File: src/afbi_cfg.svh
// Constants for the asynchronous flash bus host: pin timing and field sizes.
// Assumes a 50 MHz system clock; all counts derive from the clock period.
`ifndef AFBI_CFG_SVH
`define AFBI_CFG_SVH

// ----------------------------------------------------------------------
// Clock, address, data and counter sizing
// ----------------------------------------------------------------------
`define AFBI_CLK_NS 20
`define AFBI_TOP_ADDR_MIN 18
`define AFBI_TOP_ADDR_MAX 21
`define AFBI_DATA_W 16
`define AFBI_CNT_W 8

// ----------------------------------------------------------------------
// Pin timing in ns, and least cycle counts rounded up
// ----------------------------------------------------------------------
`define AFBI_T_SETUP_NS 40
`define AFBI_T_STROBE_NS 60
`define AFBI_T_HOLD_NS 20
`define AFBI_T_ACCESS_NS 90
`define AFBI_T_RESET_NS 100
`define AFBI_T_WAKE_NS 150
`define AFBI_SYNC_STAGES 2
`define AFBI_SETUP_CYC ((`AFBI_T_SETUP_NS + `AFBI_CLK_NS - 1) / `AFBI_CLK_NS)
`define AFBI_STROBE_CYC ((`AFBI_T_STROBE_NS + `AFBI_CLK_NS - 1) / `AFBI_CLK_NS)
`define AFBI_HOLD_CYC ((`AFBI_T_HOLD_NS + `AFBI_CLK_NS - 1) / `AFBI_CLK_NS)
`define AFBI_READ_CYC (((`AFBI_T_ACCESS_NS + `AFBI_CLK_NS - 1) / `AFBI_CLK_NS) + `AFBI_SYNC_STAGES)
`define AFBI_RESET_CYC ((`AFBI_T_RESET_NS + `AFBI_CLK_NS - 1) / `AFBI_CLK_NS)
`define AFBI_WAKE_CYC ((`AFBI_T_WAKE_NS + `AFBI_CLK_NS - 1) / `AFBI_CLK_NS)

`endif

File: src/afbi_pkg.sv
// Types shared by the asynchronous flash bus host.
// Assumes afbi_cfg.svh is on the include path.
`include "afbi_cfg.svh"
package afbi_pkg;
  // ----------------------------------------------------------------------
  // Sequencer states, one-hot
  // ----------------------------------------------------------------------
  typedef enum logic [7:0] {
    AFBI_IDLE   = 8'h01,
    AFBI_SETUP  = 8'h02,
    AFBI_STROBE = 8'h04,
    AFBI_HOLD   = 8'h08,
    AFBI_READ   = 8'h10,
    AFBI_PDOWN  = 8'h20,
    AFBI_WAKE   = 8'h40,
    AFBI_SPARE  = 8'h80
  } afbi_state_t;

  typedef logic [`AFBI_CNT_W-1:0] afbi_cnt_t;
  typedef logic [`AFBI_DATA_W-1:0] afbi_data_t;
  typedef logic [`AFBI_TOP_ADDR_MAX:0] afbi_addr_t;

  // All state of the host in one word
  typedef struct packed {
    afbi_state_t st;
    afbi_cnt_t cnt;
    afbi_addr_t addr;
    afbi_data_t wdata;
    afbi_data_t rdata;
    afbi_data_t dq_s1;
    afbi_data_t dq_s2;
    logic ce_n;
    logic oe_n;
    logic we_n;
    logic reset_powerdown_n;
    logic pdown;
    logic wp_n;
    logic vpp_en;
    logic dq_oe;
    logic ready;
    logic rd_valid;
  } afbi_regs_t;
endpackage
File: src/afbi_host.sv
// Host controller for an asynchronous 16-bit parallel flash: read and
// write cycles, reset/power-down, protect pin and program supply switch.
// Assumes dq_in comes from the pad (async) and user ports are on ref_clk.
//
// Behaviour
// - address width set by top_address_bit, 18..21.
// - host drives data only in write cycles.
// - command taken only with select and strobe low.
// - address and data valid at strobe rising edge.
`include "afbi_cfg.svh"
module afbi_host #(
  parameter int ADDR_TOP = 21
) (
  input wire logic ref_clk,
  input wire logic sys_rst,
  input wire logic cmd_valid,
  output logic cmd_ready,
  input wire logic cmd_write,
  input wire logic [ADDR_TOP:0] cmd_addr,
  input wire afbi_pkg::afbi_data_t cmd_wdata,
  output afbi_pkg::afbi_data_t rd_data,
  output logic rd_valid,
  input wire logic pdown_req,
  input wire logic protect_en,
  input wire logic vpp_req,
  output logic pdown_active,
  output logic [ADDR_TOP:0] flash_addr,
  input wire afbi_pkg::afbi_data_t flash_dq_in,
  output afbi_pkg::afbi_data_t flash_dq_out,
  output logic flash_dq_oe,
  output logic flash_ce_n,
  output logic flash_oe_n,
  output logic flash_we_n,
  output logic flash_reset_powerdown_n,
  output logic flash_wp_n,
  output logic flash_vpp_en
);
  import afbi_pkg::*;

  // ----------------------------------------------------------------------
  // Elaboration check
  // ----------------------------------------------------------------------
  // Only the four documented densities are served
  if (ADDR_TOP < `AFBI_TOP_ADDR_MIN || ADDR_TOP > `AFBI_TOP_ADDR_MAX) begin : g_bad_width
    $error("ADDR_TOP must lie between 18 and 21");
  end

  afbi_regs_t s_q;
  afbi_regs_t s_d;

  // ----------------------------------------------------------------------
  // Next-state logic
  // ----------------------------------------------------------------------
  // Sequencer for write, read, power-down and wake
  always_comb begin
    s_d = s_q;
    s_d.rd_valid = 1'b0;
    // Pad data passes two flops before use
    s_d.dq_s1 = flash_dq_in;
    s_d.dq_s2 = s_q.dq_s1;
    // Protect level and supply switch follow the user controls
    s_d.wp_n = ~protect_en;
    s_d.vpp_en = vpp_req;
    case (s_q.st)
      AFBI_IDLE: begin
        if (pdown_req) begin
          s_d.st = AFBI_PDOWN;
          s_d.reset_powerdown_n = 1'b0;
          s_d.pdown = 1'b1;
          s_d.ready = 1'b0;
          s_d.cnt = afbi_cnt_t'(`AFBI_RESET_CYC);
        end else if (cmd_valid && s_q.ready) begin
          s_d.ready = 1'b0;
          s_d.addr = '0;
          s_d.addr[ADDR_TOP:0] = cmd_addr;
          s_d.ce_n = 1'b0;
          if (cmd_write) begin
            s_d.wdata = cmd_wdata;
            s_d.dq_oe = 1'b1;
            s_d.st = AFBI_SETUP;
            s_d.cnt = afbi_cnt_t'(`AFBI_SETUP_CYC);
          end else begin
            s_d.oe_n = 1'b0;
            s_d.st = AFBI_READ;
            s_d.cnt = afbi_cnt_t'(`AFBI_READ_CYC);
          end
        end
      end
      AFBI_SETUP: begin
        // Address and data settle before the strobe falls
        s_d.cnt = s_q.cnt - afbi_cnt_t'(1);
        if (s_q.cnt == afbi_cnt_t'(1)) begin
          s_d.we_n = 1'b0;
          s_d.st = AFBI_STROBE;
          s_d.cnt = afbi_cnt_t'(`AFBI_STROBE_CYC);
        end
      end
      AFBI_STROBE: begin
        s_d.cnt = s_q.cnt - afbi_cnt_t'(1);
        if (s_q.cnt == afbi_cnt_t'(1)) begin
          s_d.we_n = 1'b1;
          s_d.st = AFBI_HOLD;
          s_d.cnt = afbi_cnt_t'(`AFBI_HOLD_CYC);
        end
      end
      AFBI_HOLD: begin
        // Keep address and data after the rising strobe edge
        s_d.cnt = s_q.cnt - afbi_cnt_t'(1);
        if (s_q.cnt == afbi_cnt_t'(1)) begin
          s_d.ce_n = 1'b1;
          s_d.dq_oe = 1'b0;
          s_d.ready = 1'b1;
          s_d.st = AFBI_IDLE;
        end
      end
      AFBI_READ: begin
        // Count covers access time plus the two sync stages
        s_d.cnt = s_q.cnt - afbi_cnt_t'(1);
        if (s_q.cnt == afbi_cnt_t'(1)) begin
          s_d.rdata = s_q.dq_s2;
          s_d.rd_valid = 1'b1;
          s_d.ce_n = 1'b1;
          s_d.oe_n = 1'b1;
          s_d.ready = 1'b1;
          s_d.st = AFBI_IDLE;
        end
      end
      AFBI_PDOWN: begin
        // Minimum low time, then stay while the user asks
        if (s_q.cnt > afbi_cnt_t'(1)) begin
          s_d.cnt = s_q.cnt - afbi_cnt_t'(1);
        end else if (!pdown_req) begin
          s_d.reset_powerdown_n = 1'b1;
          s_d.pdown = 1'b0;
          s_d.st = AFBI_WAKE;
          s_d.cnt = afbi_cnt_t'(`AFBI_WAKE_CYC);
        end
      end
      AFBI_WAKE: begin
        // No command until the device has recovered
        s_d.cnt = s_q.cnt - afbi_cnt_t'(1);
        if (s_q.cnt == afbi_cnt_t'(1)) begin
          s_d.ready = 1'b1;
          s_d.st = AFBI_IDLE;
        end
      end
      default: begin
        s_d.st = AFBI_IDLE;
        s_d.ce_n = 1'b1;
        s_d.oe_n = 1'b1;
        s_d.we_n = 1'b1;
        s_d.dq_oe = 1'b0;
        s_d.ready = 1'b1;
      end
    endcase
  end

  // ----------------------------------------------------------------------
  // State register
  // ----------------------------------------------------------------------
  // Reset holds the flash in reset too, so it leaves locked and in read mode
  always_ff @(posedge ref_clk) begin
    if (sys_rst) begin
      s_q <= '0;
      s_q.st <= AFBI_PDOWN;
      s_q.cnt <= afbi_cnt_t'(`AFBI_RESET_CYC);
      s_q.ce_n <= 1'b1;
      s_q.oe_n <= 1'b1;
      s_q.we_n <= 1'b1;
      s_q.reset_powerdown_n <= 1'b0;
      s_q.pdown <= 1'b1;
    end else begin
      s_q <= s_d;
    end
  end

  // Outputs straight from the state word
  assign cmd_ready = s_q.ready;
  assign rd_data = s_q.rdata;
  assign rd_valid = s_q.rd_valid;
  assign pdown_active = s_q.pdown;
  assign flash_addr = s_q.addr[ADDR_TOP:0];
  assign flash_dq_out = s_q.wdata;
  assign flash_dq_oe = s_q.dq_oe;
  assign flash_ce_n = s_q.ce_n;
  assign flash_oe_n = s_q.oe_n;
  assign flash_we_n = s_q.we_n;
  assign flash_reset_powerdown_n = s_q.reset_powerdown_n;
  assign flash_wp_n = s_q.wp_n;
  assign flash_vpp_en = s_q.vpp_en;
endmodule

File: config.mk
export PLATFORM = sky130hd
export DESIGN_NAME = afbi_host
export DESIGN_NICKNAME = d
export VERILOG_FILES = /design/src/afbi_pkg.sv /design/src/afbi_host.sv
export VERILOG_INCLUDE_DIRS = /design/src
export SDC_FILE = /design/constraint.sdc
export NUM_CORES = 1
export LEC_CHECK = 0
export ABC_AREA = 1
export BUFFER_PORTS_ARGS = -buffer_cell sky130_fd_sc_hd__buf_2
export CAP_MARGIN = 25
export CORE_ASPECT_RATIO = 0.75
export CORE_MARGIN = 2
export CORE_UTILIZATION = 30
export DETAILED_ROUTE_END_ITERATION = 8
export PLACE_DENSITY = 0.49
export SLEW_MARGIN = 25
export SYNTH_ARGS = -nofsm -noshare
export SYNTH_HDL_FRONTEND = slang
export SYNTH_SLANG_ARGS = --single-unit
File: constraint.sdc
create_clock -name ref_clk -period 1.6 [get_ports ref_clk]
set_input_delay 0.16 -clock ref_clk [delete_from_list [all_inputs] [get_ports ref_clk]]
set_output_delay 0.16 -clock ref_clk [all_outputs]
set_load 0.01 [all_outputs]
==> results by group <==
Floorplanning
  – Die height: 114 µm
  – Die area: between 0.015 and 0.02 mm²
  – IO Pins: 125
  – Initial Util: between 30% and 40%
  – FP Rows: 40
  – Placeable Area: ~0.016 mm²
  – Chip width: 151 µm

CTS
  – CTS tree: yes
  – Clock-pin slew on the worst setup and hold paths: approximately 0.07 ns
  – CTS Buffer Depth: 2
  – Root Driver: clkbuf_16
  – Htree depth: 3
  – Clock Sinks: between 100 and 150
  – Num CTS Buffers: 9
  – Worst skew pair latency: 0.35 ns

Timing
  – Worst hold slack: 0.0147 ns
  – RSZ-0062 raised after global routing: true
  – Final Max Slew Viols: 0
  – Hold Fails Final Rpt: 0
  – Worst clock skew: slightly below 0.009 ns
  – Slew headroom: between 70 and 80%
  – Least-Margin Pin Slew: roughly 0.35 ns
  – Setup TNS: 0 ns
  – Fmax: 0.647 GHz
  – Minimum clock period: 1.55 ns
  – PnR worst setup slack: 0.0541 ns
  – Post-route clock period utilization: 96.6%
  – Finish-stage setup viols: 0

Yosys
  – Mapped cell area: a little under 0.005 mm²
  – Distinct cells, synth: 26
  – Async SR Flop Fraction: 0%
  – Number of enable-type register cells in the synthesized netlist: 0
  – Synth Net Count: a little over 700
  – Synth Register Bits: 111
  – Most numerous cell in the Yosys netlist: dfxtp_1
  – Synth area leader: dfxtp_1
  – Sequential area share after synthesis: between 40 and 50%
  – Syn_area_per_cell: approximately 7.4 µm²
  – Ys flop type: dfxtp_1
  – Synth Warn #: 0
  – Largest cells by area after synthesis: dfxtp_1, buf_4, inv_1, nor2_1, o21ai_0
  – Top cell type's share of synthesized area: 46.0%
  – Most frequent cells after synthesis: dfxtp_1, inv_1, nor2_1
  – Post-Syn Instances: roughly 650

Cells and area
  – Layout fillers: 1,674
  – Final Instance Area: around 0.0060 mm²
  – Final cell count without fillers: 958
  – Final nets: around 810
  – Layout cells sized above 1: a little under a third
  – Antenna cells: 0
  – Area grow syn2layout: 24.3%

Detailed routing
  – Drt pass-1 iters: 5
  – Via count: roughly 4,000
  – Routed wire per std cell: between 10 and 15 µm
  – Drc violations: 0
  – Routed Antenna Nets: 0
  – Initial drt markers: around 160
  – WL final: around 11,000 µm
  – Vias per cell: 4.21

Setup path
  – Highest cell delay on the worst timing path: roughly 0.37 ns
  – WP buf/inv: 2
  – Crit Path Class: flip-flop to flip-flop
  – CP Cell Sequence: inv_4 -> ha_4 -> o21ai_2 -> nor2_4 -> inv_2 -> nand2_4 -> nand3_1 -> nor2_4 -> nand2_1 -> a21oi_2
  – Endpoint type of the worst setup path: flip-flop
  – Worst Path Required: about 1.9 ns
  – Worst setup SP type: flip-flop
  – Top Family by Delay on Critical Path: simple AND/OR/NAND/NOR gates
  – Worst-path maximum fanout: 4
  – Most Frequent Cell on Critical Path: nor2_4
  – Slowest cell on crit path: dfxtp_4
  – CP Data Arrival Time: between 1.5 and 2 ns

Power
  – Internal: ~5100 µW
  – Sequential fraction of design power: 39.2%
  – Clock share of power: between 20% and 30%
  – Switching part of the total: a little over a third
  – Pwr Density: 1320 mW/mm²
  – NetSw: roughly 2900 µW
  – Leak pwr: ~0.0028 µW
  – Max VDD drop: a little over 600 µV
  – Comb power frac: 33.5%

Place
  – Placed Area: about 0.0054 mm²
  – PortBufs: 124
  – Pre-CTS setup slack: -0.0572 ns
  – Placed Cells incl. Taps: between 900 and 1,000
  – GPL Wtd Cong: 0.896
  – Post-DP HPWL: approximately 8000 µm

Hold path
  – HP Class: input port to flip-flop

Global routing
  – Largest net degree at the start of global routing: between 60 and 70
  – Vias in the first global route: between 3,000 and 4,000
  – First-pass GRT wire length: ~17,000 µm
  – GRT Total Usage: 12.7%
  – GRT Residual Overflow: 0
  – Antenna violations before repair: 0

Job
  – Total of max-cap violations: 0

Status
  – Outcome: finished, final reports clean
[metrics by stage]
step / power (µW) / util (%)
3_3_place_gp: 5360 / 33.8
2_1_floorplan: 4790 / -
3_5_place_dp: 5380 / 33.8
6_report: 7940 / 37.9
5_1_grt: 8530 / 37.9
4_1_cts: 7640 / 36.6
[flip-flops by register name (all words and copies together), names as in the netlist]
name                     count
s_d                         16
rd_data                     16
flash_reset_powerdown_n      1
flash_oe_n                   1
rd_valid                     1
flash_wp_n                   1
flash_we_n                   1
s_q                         31
pdown_active                 1
flash_vpp_en                 1
flash_dq_out                16
cmd_ready                    1
flash_addr                  22
flash_dq_oe                  1
flash_ce_n                   1
[repair_timing]
| item | in CTS | in global routing |
|---|---|---|
| endpoints found under the setup margin | 21 | 54 |
| hold buffers | 14 | 0 |
| buffers inserted | 0 | 6 |
| resized for setup | 8 | 52 |
| cloned | 0 | 1 |
| pin swaps | 2 | 11 |
| endpoints found under the hold margin | 14 | 0 |
[path summary, 6_finish.rpt]
kind              slack (ns)               endpoint  cells past startpoint                 start
hold / removal          0.01     s_d[12]$_SDFF_PP0_                      3        flash_dq_in[2]
setup reg to reg        0.05  s_q[104]$_SDFFE_PP0P_                     10  s_q[96]$_SDFFE_PP1P_
setup / recovery        0.05  s_q[104]$_SDFFE_PP0P_                     10  s_q[96]$_SDFFE_PP1P_
hold reg to reg         0.41     s_q[18]$_SDFF_PP0_                      2    s_d[18]$_SDFF_PP0_
[area by class of cell]
cell class                 count  area, µm²  area share, %
inverter                     112        424           7.06
multi-input combinational    351       1840           30.7
clock inverter                 6       57.6          0.958
sequential                   111       2240           37.2
clock buffer                  10        229           3.81
tap                          210        263           4.37
timing repair buffer         158        956           15.9
[placed cells by master (no fill, tap or decap), drive strengths merged, types with 2 or more instances in the layout]
cell	count
nand4	7
ha	2
clkinv	3
dfxtp	111
xnor2	2
clkbuf	10
o21ai	62
xor2	2
nor2	107
nand2	85
a21oi	55
inv	115
nand3	28
buf	144
dlygate4sd3	14
[tightest hold or removal path, cell delays in order]
cell,delay (ns)
buf_2,0.07
inv_1,0.03
nor2_1,0.07
[cells by family after synthesis]
| logic type | synth area share, % |
|---|---|
| flip-flops | 46.0 |
| adder cells (fa/ha/maj) | 0.518 |
| AND/OR/NAND/NOR | 21.0 |
| XOR/XNOR | 0.725 |
| AO/OA/AOI/OAI | 12.7 |
| buffers and inverters | 19.1 |
[power by group through the flow]
| stage | clock network, µW | registers (µW) | logic, µW |
|---|---|---|---|
| floorplan | 0 | 3120 | 1670 |
| global placement | 0 | 3120 | 2240 |
| detailed placement | 0 | 3130 | 2250 |
| CTS | 2270 | 3070 | 2300 |
| global route | 2380 | 3140 | 3010 |
| finish | 2170 | 3110 | 2660 |
[per-layer routing]
layer / vias up / global-route usage (%) / share of wire, %
met5: - / 0 / 0
met3: 14 / 3.96 / 7.9
met2: 123 / 19.6 / 43
met1: 1762 / 17.1 / 48
met4: 0 / 4.09 / 1.4
li1: 2135 / - / -
Note: power is estimated with default switching activity, not from simulation.
